--- config.mk ---
export PLATFORM = sky130hd
export DESIGN_NAME = ssp_master
export DESIGN_NICKNAME = d
export VERILOG_FILES = /design/src/common/ssp_pkg.sv /design/src/logic/ssp_fifo.sv /design/src/logic/ssp_pin_sync.sv /design/src/logic/ssp_master.sv
export SDC_FILE = /design/constraint.sdc
export NUM_CORES = 1
export LEC_CHECK = 0
export BUFFER_PORTS_ARGS = -buffer_cell sky130_fd_sc_hd__buf_4
export CORE_MARGIN = 4
export CORE_UTILIZATION = 53
export CTS_CLUSTER_SIZE = 16
export DETAILED_ROUTE_END_ITERATION = 7
export HOLD_SLACK_MARGIN = 0.02
export PLACE_DENSITY = 0.88
export SLEW_MARGIN = 30
export SYNTH_ARGS = -nofsm -noshare
export SYNTH_HDL_FRONTEND = slang
export SYNTH_HIERARCHICAL = 1
export SYNTH_SLANG_ARGS = --single-unit
--- constraint.sdc ---
create_clock -name clock_in -period 2.4 [get_ports clock_in]
set_input_delay 0.36 -clock clock_in [delete_from_list [all_inputs] [get_ports clock_in]]
set_output_delay 0.36 -clock clock_in [all_outputs]
set_load 0.05 [all_outputs]
--- src/common/ssp_pkg.sv ---
// Package for the serial master port: register map, field layout, reset values, timing counts.
// Assumes a 100 MHz core clock and a plain address/strobe register port.
package ssp_pkg;
	// Register byte offsets
	localparam logic [7:0] OFS_CTRL = 8'h00;
	localparam logic [7:0] OFS_STAT = 8'h04;
	localparam logic [7:0] OFS_TXD = 8'h08;
	localparam logic [7:0] OFS_RXD = 8'h0C;
	localparam logic [7:0] OFS_ISTAT = 8'h10;
	localparam logic [7:0] OFS_IMASK = 8'h14;

	// Control field positions
	localparam int CTRL_EN = 0;
	localparam int CTRL_KEEP_NEW = 1;
	localparam int CTRL_LEN_LO = 2;
	localparam int CTRL_TXDMA = 4;
	localparam int CTRL_RXDMA = 5;
	localparam int CTRL_STALL = 6;
	localparam int CTRL_W = 7;
	localparam logic [6:0] CTRL_RST = 7'h40;

	// Word length codes
	localparam logic [1:0] LEN_8 = 2'h0;
	localparam logic [1:0] LEN_16 = 2'h1;
	localparam logic [1:0] LEN_32 = 2'h2;

	// Status field positions
	localparam int STAT_RX_LO = 0;
	localparam int STAT_TX_LO = 2;
	localparam int STAT_OVR = 4;
	localparam int STAT_BUSY = 5;
	localparam int STAT_HOLD = 6;

	// Interrupt bits: sticky events plus transmit room level
	localparam int EV_RX_WORD = 0;
	localparam int EV_OVERRUN = 1;
	localparam int EV_TX_DONE = 2;
	localparam int EV_W = 3;
	localparam int IRQ_TX_ROOM = 3;
	localparam logic [3:0] IMASK_RST = 4'h0;

	// Serial clock half period
	localparam int CLK_MHZ = 100;
	localparam int SCLK_HALF_NS = 80;
	localparam int SCLK_HALF_CYC = (SCLK_HALF_NS * CLK_MHZ) / 1000;

	localparam int FIFO_DEPTH = 2;
	localparam int WORD_W = 32;

	// Register port request
	typedef struct packed {
		logic [7:0] addr;
		logic [31:0] wdata;
		logic wr;
		logic rd;
	} ssp_bus_t;

	typedef enum logic [1:0] {
		ST_IDLE,
		ST_LOW,
		ST_HIGH,
		ST_HOLD
	} ssp_state_t;
endpackage

--- src/logic/ssp_fifo.sv ---
// First-in first-out queue of flip-flops with fill indications.
// Assumes the caller never pushes into a full queue unless it pops in the same cycle or asks to overwrite.
`timescale 1ns/1ns
`default_nettype none
module ssp_fifo #(
	parameter int WIDTH = 32,
	parameter int DEPTH = 2
) (
	input wire logic clock_in,
	input wire logic rstn_in,
	input wire logic push_in,
	input wire logic overwrite_in,
	input wire logic [WIDTH-1:0] data_in,
	input wire logic pop_in,
	output logic [WIDTH-1:0] data_out,
	output logic empty_out,
	output logic full_out
);
	localparam int AW = (DEPTH > 1) ? $clog2(DEPTH) : 1;
	localparam int CW = $clog2(DEPTH + 1);
	localparam logic [CW-1:0] CNT_FULL = CW'(DEPTH);

	logic [WIDTH-1:0] mem_r [DEPTH];
	logic [WIDTH-1:0] mem_nxt [DEPTH];
	logic [AW-1:0] wr_r, wr_nxt, rd_r, rd_nxt, last;
	logic [CW-1:0] cnt_r, cnt_nxt;

	function automatic logic [AW-1:0] inc(input logic [AW-1:0] p);
		inc = (p == AW'(DEPTH - 1)) ? '0 : p + 1'b1;
	endfunction

	assign empty_out = (cnt_r == '0);
	assign full_out = (cnt_r == CNT_FULL);
	assign data_out = mem_r[rd_r];
	assign last = (wr_r == '0) ? AW'(DEPTH - 1) : wr_r - 1'b1;

	// Pointer and count update; overwrite replaces the newest entry in place
	always_comb
	begin
		mem_nxt = mem_r;
		wr_nxt = wr_r;
		rd_nxt = rd_r;
		cnt_nxt = cnt_r;
		if (pop_in && !empty_out)
		begin
			rd_nxt = inc(rd_r);
			cnt_nxt = cnt_nxt - 1'b1;
		end
		if (push_in && overwrite_in && full_out && !pop_in)
			mem_nxt[last] = data_in;
		else if (push_in && (!full_out || pop_in))
		begin
			mem_nxt[wr_r] = data_in;
			wr_nxt = inc(wr_r);
			cnt_nxt = cnt_nxt + 1'b1;
		end
	end

	// Storage registers
	always_ff @(posedge clock_in or negedge rstn_in)
	begin
		if (!rstn_in)
		begin
			for (int i = 0; i < DEPTH; i++)
				mem_r[i] <= '0;
			wr_r <= '0;
			rd_r <= '0;
			cnt_r <= '0;
		end
		else
		begin
			mem_r <= mem_nxt;
			wr_r <= wr_nxt;
			rd_r <= rd_nxt;
			cnt_r <= cnt_nxt;
		end
	end
endmodule // ssp_fifo
`default_nettype wire

--- src/logic/ssp_pin_sync.sv ---
// Three-stage synchroniser for a pin input with agreement filter.
// Assumes the input is asynchronous to clock_in.
`timescale 1ns/1ns
`default_nettype none
module ssp_pin_sync (
	input wire logic clock_in,
	input wire logic rstn_in,
	input wire logic pin_in,
	output logic level_out
);
	logic s1_r, s2_r, s3_r, lvl_r, lvl_nxt;

	// Change counts only once stages two and three agree
	always_comb
	begin
		lvl_nxt = (s2_r == s3_r) ? s3_r : lvl_r;
	end

	always_ff @(posedge clock_in or negedge rstn_in)
	begin
		if (!rstn_in)
		begin
			s1_r <= 1'b0;
			s2_r <= 1'b0;
			s3_r <= 1'b0;
			lvl_r <= 1'b0;
		end
		else
		begin
			s1_r <= pin_in;
			s2_r <= s1_r;
			s3_r <= s2_r;
			lvl_r <= lvl_nxt;
		end
	end

	assign level_out = lvl_r;
endmodule // ssp_pin_sync
`default_nettype wire

--- src/logic/ssp_master.sv ---
// Serial peripheral master port: transmit/receive queues, shifter, status and interrupt.
// Assumes a plain register port, one core clock, and a DMA engine on valid/ready ports.
// Operation
// - Stall serial clock when receive side full
// - Hold shifted word, move when space frees
// - Overrun policy: discard new or overwrite queued
// - Flag overrun when word meets full buffer
// - Clear shift register after handoff or discard
// - Report receive fill: empty, partial, full
// - Transmit fill status exact after core writes
// - Transmit interrupt from transmit queue room
// - Core and DMA transfers both kept accurate
// - Word lengths 8, 16, 32 bits
//
// The address map and strobed register access were chosen for this implementation.
`timescale 1ns/1ns
`default_nettype none
module ssp_master #(
	parameter int DEPTH = ssp_pkg::FIFO_DEPTH,
	parameter int HALF_CYC = ssp_pkg::SCLK_HALF_CYC
) (
	input wire logic clock_in,
	input wire logic rstn_in,
	input wire ssp_pkg::ssp_bus_t bus_in,
	output logic [31:0] rdata_out,
	input wire logic dma_tx_valid_in,
	input wire logic [31:0] dma_tx_data_in,
	output logic dma_tx_ready_out,
	output logic dma_rx_valid_out,
	output logic [31:0] dma_rx_data_out,
	input wire logic dma_rx_ready_in,
	input wire logic serial_data_in,
	output logic serial_clock_out,
	output logic serial_data_out,
	output logic select_n_out,
	output logic irq_out
);
	localparam int W = ssp_pkg::WORD_W;
	localparam logic [7:0] HALF_LAST = 8'(HALF_CYC - 1);

	ssp_pkg::ssp_state_t st_r, st_nxt;
	logic [ssp_pkg::CTRL_W-1:0] ctrl_r, ctrl_nxt;
	logic [ssp_pkg::EV_W-1:0] istat_r, istat_nxt, ev;
	logic [3:0] imask_r, imask_nxt;
	logic [31:0] rdata_r, rdata_nxt;
	logic [W-1:0] tx_sh_r, tx_sh_nxt, rx_sh_r, rx_sh_nxt;
	logic [5:0] bits_r, bits_nxt;
	logic [7:0] div_r, div_nxt;
	logic miso;
	logic tx_push, tx_pop, tx_empty, tx_full;
	logic rx_push, rx_pop, rx_over, rx_empty, rx_full;
	logic [W-1:0] tx_head, rx_head, tx_wdata;
	logic core_txw, core_rxr;
	logic sclk_r, sclk_nxt, sel_n_r, sel_n_nxt;

	// Bits per word for a length code
	function automatic logic [5:0] len_bits(input logic [1:0] code);
		unique case (code)
			ssp_pkg::LEN_8: len_bits = 6'h08;
			ssp_pkg::LEN_16: len_bits = 6'h10;
			ssp_pkg::LEN_32: len_bits = 6'h20;
			default: len_bits = 6'h08; // Reserved code treated as 8
		endcase
	endfunction

	// Fill field: 00 empty, 01 partial, 11 full
	function automatic logic [1:0] fill(input logic empty, input logic full);
		fill = {full, !empty};
	endfunction

	ssp_pin_sync u_sync (
		.clock_in(clock_in),
		.rstn_in(rstn_in),
		.pin_in(serial_data_in),
		.level_out(miso)
	);

	ssp_fifo #(.WIDTH(W), .DEPTH(DEPTH)) u_txq (
		.clock_in(clock_in),
		.rstn_in(rstn_in),
		.push_in(tx_push),
		.overwrite_in(1'b0),
		.data_in(tx_wdata),
		.pop_in(tx_pop),
		.data_out(tx_head),
		.empty_out(tx_empty),
		.full_out(tx_full)
	);

	ssp_fifo #(.WIDTH(W), .DEPTH(DEPTH)) u_rxq (
		.clock_in(clock_in),
		.rstn_in(rstn_in),
		.push_in(rx_push),
		.overwrite_in(rx_over),
		.data_in(rx_sh_r),
		.pop_in(rx_pop),
		.data_out(rx_head),
		.empty_out(rx_empty),
		.full_out(rx_full)
	);

	// Queue access from core and DMA; core write wins a shared cycle
	assign core_txw = bus_in.wr && (bus_in.addr == ssp_pkg::OFS_TXD);
	assign core_rxr = bus_in.rd && (bus_in.addr == ssp_pkg::OFS_RXD);
	// DMA fill goes through same queue
	assign dma_tx_ready_out = ctrl_r[ssp_pkg::CTRL_TXDMA] && !tx_full && !core_txw;
	assign tx_push = (core_txw && !tx_full) || (dma_tx_valid_in && dma_tx_ready_out);
	assign tx_wdata = core_txw ? bus_in.wdata : dma_tx_data_in;
	// DMA side drains on its own pace
	assign dma_rx_valid_out = ctrl_r[ssp_pkg::CTRL_RXDMA] && !rx_empty && !core_rxr;
	assign dma_rx_data_out = rx_head;
	assign rx_pop = (core_rxr && !rx_empty) || (dma_rx_valid_out && dma_rx_ready_in);

	// Shift engine: next state, bit count, divider, shifters, queue strobes
	always_comb
	begin
		st_nxt = st_r;
		div_nxt = div_r;
		bits_nxt = bits_r;
		tx_sh_nxt = tx_sh_r;
		rx_sh_nxt = rx_sh_r;
		tx_pop = 1'b0;
		rx_push = 1'b0;
		rx_over = 1'b0;
		ev = '0;
		unique case (st_r)
			ssp_pkg::ST_IDLE:
			begin
				if (ctrl_r[ssp_pkg::CTRL_EN] && !tx_empty)
				begin
					// length picks bit count and alignment
					bits_nxt = len_bits(ctrl_r[ssp_pkg::CTRL_LEN_LO +: 2]);
					tx_sh_nxt = tx_head << (6'h20 - bits_nxt);
					tx_pop = 1'b1;
					div_nxt = '0;
					st_nxt = ssp_pkg::ST_LOW;
				end
			end
			ssp_pkg::ST_LOW:
			begin
				if (div_r == HALF_LAST)
				begin
					// Sample on rising serial clock edge
					rx_sh_nxt = {rx_sh_r[W-2:0], miso};
					div_nxt = '0;
					st_nxt = ssp_pkg::ST_HIGH;
				end
				else
					div_nxt = div_r + 8'h01;
			end
			ssp_pkg::ST_HIGH:
			begin
				if (div_r != HALF_LAST)
					div_nxt = div_r + 8'h01;
				else if (bits_r != 6'h01)
				begin
					bits_nxt = bits_r - 6'h01;
					tx_sh_nxt = tx_sh_r << 1;
					div_nxt = '0;
					st_nxt = ssp_pkg::ST_LOW;
				end
				else
				begin
					bits_nxt = '0;
					ev[ssp_pkg::EV_TX_DONE] = 1'b1;
					st_nxt = ssp_pkg::ST_IDLE;
					if (!rx_full || rx_pop)
					begin
						rx_push = 1'b1;
						ev[ssp_pkg::EV_RX_WORD] = 1'b1;
						rx_sh_nxt = '0;
					end
					else
					begin
						ev[ssp_pkg::EV_OVERRUN] = 1'b1;
						if (ctrl_r[ssp_pkg::CTRL_STALL])
							st_nxt = ssp_pkg::ST_HOLD;
						else
						begin
							rx_push = ctrl_r[ssp_pkg::CTRL_KEEP_NEW];
							rx_over = ctrl_r[ssp_pkg::CTRL_KEEP_NEW];
							rx_sh_nxt = '0;
						end
					end
				end
			end
			ssp_pkg::ST_HOLD:
			begin
				// move held word once an entry frees
				if (!rx_full || rx_pop)
				begin
					rx_push = 1'b1;
					ev[ssp_pkg::EV_RX_WORD] = 1'b1;
					rx_sh_nxt = '0;
					st_nxt = ssp_pkg::ST_IDLE;
				end
			end
		endcase
		// Pin levels decoded ahead of a flop; a two-bit state step cannot glitch them
		sclk_nxt = (st_nxt == ssp_pkg::ST_HIGH);
		sel_n_nxt = (st_nxt == ssp_pkg::ST_IDLE);
	end

	always_ff @(posedge clock_in or negedge rstn_in)
	begin
		if (!rstn_in)
		begin
			st_r <= ssp_pkg::ST_IDLE;
			div_r <= '0;
			bits_r <= '0;
			tx_sh_r <= '0;
			rx_sh_r <= '0;
			sclk_r <= 1'b0;
			sel_n_r <= 1'b1;
		end
		else
		begin
			st_r <= st_nxt;
			div_r <= div_nxt;
			bits_r <= bits_nxt;
			tx_sh_r <= tx_sh_nxt;
			rx_sh_r <= rx_sh_nxt;
			sclk_r <= sclk_nxt;
			sel_n_r <= sel_n_nxt;
		end
	end

	// Pins straight from flops; clock idles low between words and in hold
	assign serial_clock_out = sclk_r;
	assign serial_data_out = tx_sh_r[W-1];
	assign select_n_out = sel_n_r;

	// Register file: control, mask, sticky events (set beats clear), read data
	always_comb
	begin
		ctrl_nxt = ctrl_r;
		imask_nxt = imask_r;
		istat_nxt = istat_r;
		rdata_nxt = '0;
		if (bus_in.wr)
		begin
			unique case (bus_in.addr)
				ssp_pkg::OFS_CTRL: ctrl_nxt = bus_in.wdata[ssp_pkg::CTRL_W-1:0];
				ssp_pkg::OFS_IMASK: imask_nxt = bus_in.wdata[3:0];
				ssp_pkg::OFS_ISTAT: istat_nxt = istat_r & ~bus_in.wdata[ssp_pkg::EV_W-1:0];
				default: ;
			endcase
		end
		istat_nxt = istat_nxt | ev;
		if (bus_in.rd)
		begin
			unique case (bus_in.addr)
				ssp_pkg::OFS_CTRL: rdata_nxt = 32'(ctrl_r);
				ssp_pkg::OFS_STAT:
				begin
					rdata_nxt[ssp_pkg::STAT_RX_LO +: 2] = fill(rx_empty, rx_full);
					// transmit fill from live queue state
					rdata_nxt[ssp_pkg::STAT_TX_LO +: 2] = fill(tx_empty, tx_full);
					rdata_nxt[ssp_pkg::STAT_OVR] = istat_r[ssp_pkg::EV_OVERRUN];
					rdata_nxt[ssp_pkg::STAT_BUSY] = (st_r != ssp_pkg::ST_IDLE);
					rdata_nxt[ssp_pkg::STAT_HOLD] = (st_r == ssp_pkg::ST_HOLD);
				end
				ssp_pkg::OFS_RXD: rdata_nxt = rx_head;
				ssp_pkg::OFS_ISTAT: rdata_nxt = {28'h0, !tx_full, istat_r};
				ssp_pkg::OFS_IMASK: rdata_nxt = {28'h0, imask_r};
				default: rdata_nxt = '0; // Unmapped reads as zero
			endcase
		end
	end

	always_ff @(posedge clock_in or negedge rstn_in)
	begin
		if (!rstn_in)
		begin
			ctrl_r <= ssp_pkg::CTRL_RST;
			imask_r <= ssp_pkg::IMASK_RST;
			istat_r <= '0;
			rdata_r <= '0;
		end
		else
		begin
			ctrl_r <= ctrl_nxt;
			imask_r <= imask_nxt;
			istat_r <= istat_nxt;
			rdata_r <= rdata_nxt;
		end
	end

	assign rdata_out = rdata_r;
	// transmit room level request joins sticky events
	assign irq_out = |(istat_r & imask_r[ssp_pkg::EV_W-1:0])
		|| (imask_r[ssp_pkg::IRQ_TX_ROOM] && !tx_full);
endmodule // ssp_master
`default_nettype wire

==> flow_metrics.tcl <==
set metrics [dict create \
    synth_nets 1279 \
    start_util_pct 53.8 \
    fp.dieArea_um2 28100 \
    crit_fanout 7 \
    drv_slew 0 \
    slowest_stage "or3_4" \
    coreArea_um2 25100 \
    power.density_nw_per_um2 732 \
    slew_headroom_pct 51.6 \
    start_kind "flop" \
    min-delay-start "bus_in[8]" \
    vias 10577 \
    clkSinkCount 268 \
    syn-instance-count 1185 \
    ys_async_sr_fraction_pct 100 \
    final-setup-viol-count 47 \
    p_sw_mw 3.61 \
    finClkSkew_ns 0.0159 \
    clockRootBuffer "clkbuf_16" \
    grt_max_degree 76 \
    overflow 0 \
    synthAdderAreaFrac_pct 1.47 \
    dp_hpwl_um 22900 \
    drc 1 \
    postSynthAreaPerCell_um2 11.4 \
    antenna_found_initial 2 \
    synth_edf_count 0 \
    die_w_um 168 \
    critPathKind "reg -> reg" \
    pwr-share-comb_pct 21.2 \
    antennaDiodeCount 0 \
    yosys-mux-area-fraction_pct 13.9 \
    busiest_layer "met2" \
    hold_class "in -> reg" \
    power_frac_seq_pct 42.2 \
    synth_top_family_by_area "compound AO/OA/AOI/OAI gates" \
    synth_xor_area_share_pct 0.649 \
    final_cell_mix "dfrtp_1 (266), buf_4 (197), nand2_1 (140)" \
    drt_iter0_drc 1175 \
    grt.total_usage_pct 24.1 \
    fin_util_pct 66.6 \
    routed_wl_um 38000 \
    rsz0062_at_grt "yes" \
    hold_viol_final 0 \
    clockPowerShare_pct 36.6 \
    worstMarginPinSlew_ns 0.726 \
    power_leakage_nw 7.42 \
    path_cells "or3_4, or2_0, nor3_2, o21ai_2, o21ai_4, buf_12, buf_4, nand2_1, xnor2_1" \
    yosysWarnings 6 \
    worst_path_largest_cell_delay_ns 0.42 \
    drt-pass1-iter-count 8 \
    min_period_ns 2.49 \
    numCtsBuffers 28 \
    yosys.area_share.simple_pct 10.8 \
    violations "DRC, setup timing" \
    clock_latency_ns 0.55 \
    drive_gt1_share_pct 36.2 \
    worstPathRequired_ns 2.83 \
    ant_nets 0 \
    finalPower_mw 12.2 \
    end_kind "flop" \
    netlist_area_um2 13500 \
    timing.final.crit_share_pct 104 \
    r2r_cells 9 \
    hold_ws_ns 0.0891 \
    io_buffers 148 \
    fillers 1709 \
    h-tree-depth 1 \
    fin_cells 1711 \
    synth_compound_area_share_pct 18.0 \
    p_int_mw 8.64 \
    path_clk_slew_ns 0.07 \
    rrSetupSlack_ns -0.09 \
    p_sw_share_pct 29.5 \
    final.setup.tns_ns -1.25 \
    wl_per_cell_um 22.2 \
    drv_cap 0 \
    synth_top_area_cell "dfrtp_1" \
    setup.worst_path.start "bits_r[3]$_DFFE_PN0P_" \
    grt_pass1_wl_um 56200 \
    rr_startpoint "bits_r[3]$_DFFE_PN0P_" \
    synth_area_leaders "dfrtp_1 (49%), mux2_2 (9.0%), o2bb2ai_1 (6.6%)" \
    place_inst 1650 \
    io_pins 149 \
    met3_usage_pct 3.82 \
    gr-usage-met2_pct 40.3 \
    final_nets 1453 \
    ys_types 71 \
    worstPathArrival_ns 2.92 \
    clock.fmax_mhz 401 \
    clock_path_buffers 3 \
    status "finished with violations" \
    ys.flop_type "dfrtp_1" \
    grt_use_met1_pct 32.2 \
    place.gp.congestion 0.878 \
    ys_ff_latch 268 \
    via_per_inst 6.18 \
    hold_depth 2 \
    cts_tree "done" \
    seq_area_frac_synth_pct 49.7 \
    layout_commonest_cell "dfrtp_1" \
    irDropWorstVdd_mv 0.613 \
    synth_top_area_share_pct 49.3 \
    r2r_end "u_rxq/wr_r$_DFFE_PN0P_" \
    hold_end "ctrl_r[6]$_DFFE_PN1P_" \
    grt_pass1_vias 10566 \
    fin_ws_ns -0.0941 \
    rows 58 \
    area_growth_pct 24.0 \
    die_h_um 168 \
]
## cell families after synthesis
| logic type | count (synthesis) |
|---|---|
| AND/OR/NAND/NOR | 306 |
| AO/OA/AOI/OAI | 282 |
| flip-flops | 268 |
| multiplexers | 173 |
| buffers and inverters | 129 |
| adder cells (fa/ha/maj) | 16 |
| XOR/XNOR | 10 |
| other | 1 |
## critical path, delay by kind of cell (launching register included)
family	cells	cell delay, ns
and+or+nand+nor	4	1.12
DFF	1	0.38
AOI/OAI and AO/OA	2	0.31
buffers and inverters	2	0.30
xor gates and xnor gates	1	0.27
## area by class of cell
cell class | instances | area [um2] | area share, %
sequential | 268 | 6710 | 40.1
clock inverter | 11 | 148 | 0.882
inverter | 49 | 184 | 1.10
clock buffer | 41 | 810 | 4.84
multi-input combinational | 788 | 6490 | 38.8
tap | 330 | 413 | 2.47
timing repair buffer | 224 | 1980 | 11.8
## power groups by stage
| stage | Clock (mW) | Sequential (mW) | Combinational [mW] |
|---|---|---|---|
| 2_1_floorplan | 0 | 5.13 | 1.57 |
| 3_3_place_gp | 0 | 5.19 | 2.28 |
| 3_5_place_dp | 0 | 5.21 | 2.36 |
| 4_1_cts | 4.49 | 5.15 | 2.39 |
| 5_1_grt | 4.74 | 5.20 | 2.73 |
| 6_report | 4.49 | 5.17 | 2.59 |
## per-stage QoR
step           setup WS (ns)  instance area (um2)
6_report             -0.0941                16700
5_1_grt               -0.179                16700
4_1_cts              0.00774                16200
3_5_place_dp         -0.0281                15200
3_3_place_gp          0.0173                15200
2_1_floorplan      0.0000366                13500
## synthesized netlist by cell type (2+ instances only)
| cell type | instances |
|---|---|
| a22oi_1 | 22 |
| nand2b_4 | 2 |
| a21o_1 | 2 |
| buf_8 | 6 |
| a211oi_1 | 2 |
| mux2_2 | 108 |
| mux2i_2 | 2 |
| nand4_1 | 4 |
| dfstp_2 | 2 |
| buf_2 | 27 |
| a21oi_2 | 29 |
| and3b_1 | 2 |
| buf_4 | 4 |
| xnor2_1 | 10 |
| inv_1 | 49 |
| mux2_1 | 2 |
| o2bb2ai_1 | 102 |
| nor3b_1 | 2 |
| nand3_1 | 16 |
| nor4_1 | 4 |
| a22o_1 | 2 |
| o2bb2ai_2 | 30 |
| o211a_1 | 3 |
| nand2b_1 | 16 |
| nor3_1 | 8 |
| a32oi_1 | 8 |
| o21ai_0 | 32 |
| nand3b_1 | 2 |
| and2_1 | 29 |
| and3_1 | 6 |
| mux2i_1 | 60 |
| buf_6 | 11 |
| a31oi_1 | 4 |
| nand2_1 | 141 |
| buf_12 | 3 |
| nor2_1 | 58 |
| clkbuf_1 | 27 |
| o31ai_1 | 5 |
| nor2b_1 | 4 |
| ha_1 | 15 |
| buf_1 | 2 |
| a21oi_1 | 28 |
| dfrtp_1 | 266 |
## sequential cells by signal, indices dropped and copies added, names as in the netlist, 6 cells and up
signal       cells
u_rxq/mem_r     64
u_txq/mem_r     64
rdata_out       32
rx_sh_r         32
tx_sh_r         32
div_r            8
ctrl_r           7
bits_r           6
## layer usage
layer	up-vias	part of all wire (%)
li1	4577	-
met1	5317	39
met2	549	49
met3	130	6.7
met4	4	4.4
met5	-	0.090
## what timing repair did
action                                  in CTS  in global routing
resized for setup                            4                 60
pin swaps                                    0                 16
setup buffers                                0                  5
endpoints found under the setup margin      31                167
cloned                                       0                  2
hold buffers                                 2                  0
endpoints found under the hold margin       72                  0
## worst max-delay path by stage
stage	cells past startpoint	endpoint	slack (ns)
after floorplan	5	dma_tx_ready_out	0.00004
after global placement	8	u_rxq/mem_r[14]$_DFFE_PN0P_	0.02
after detailed placement	9	u_txq/mem_r[50]$_DFFE_PN0P_	-0.03
after CTS	8	u_rxq/mem_r[32]$_DFFE_PN0P_	0.008
after global routing	11	u_rxq/wr_r$_DFFE_PN0P_	-0.18
final	9	u_rxq/wr_r$_DFFE_PN0P_	-0.09
Power figures use the tool's default switching activity.
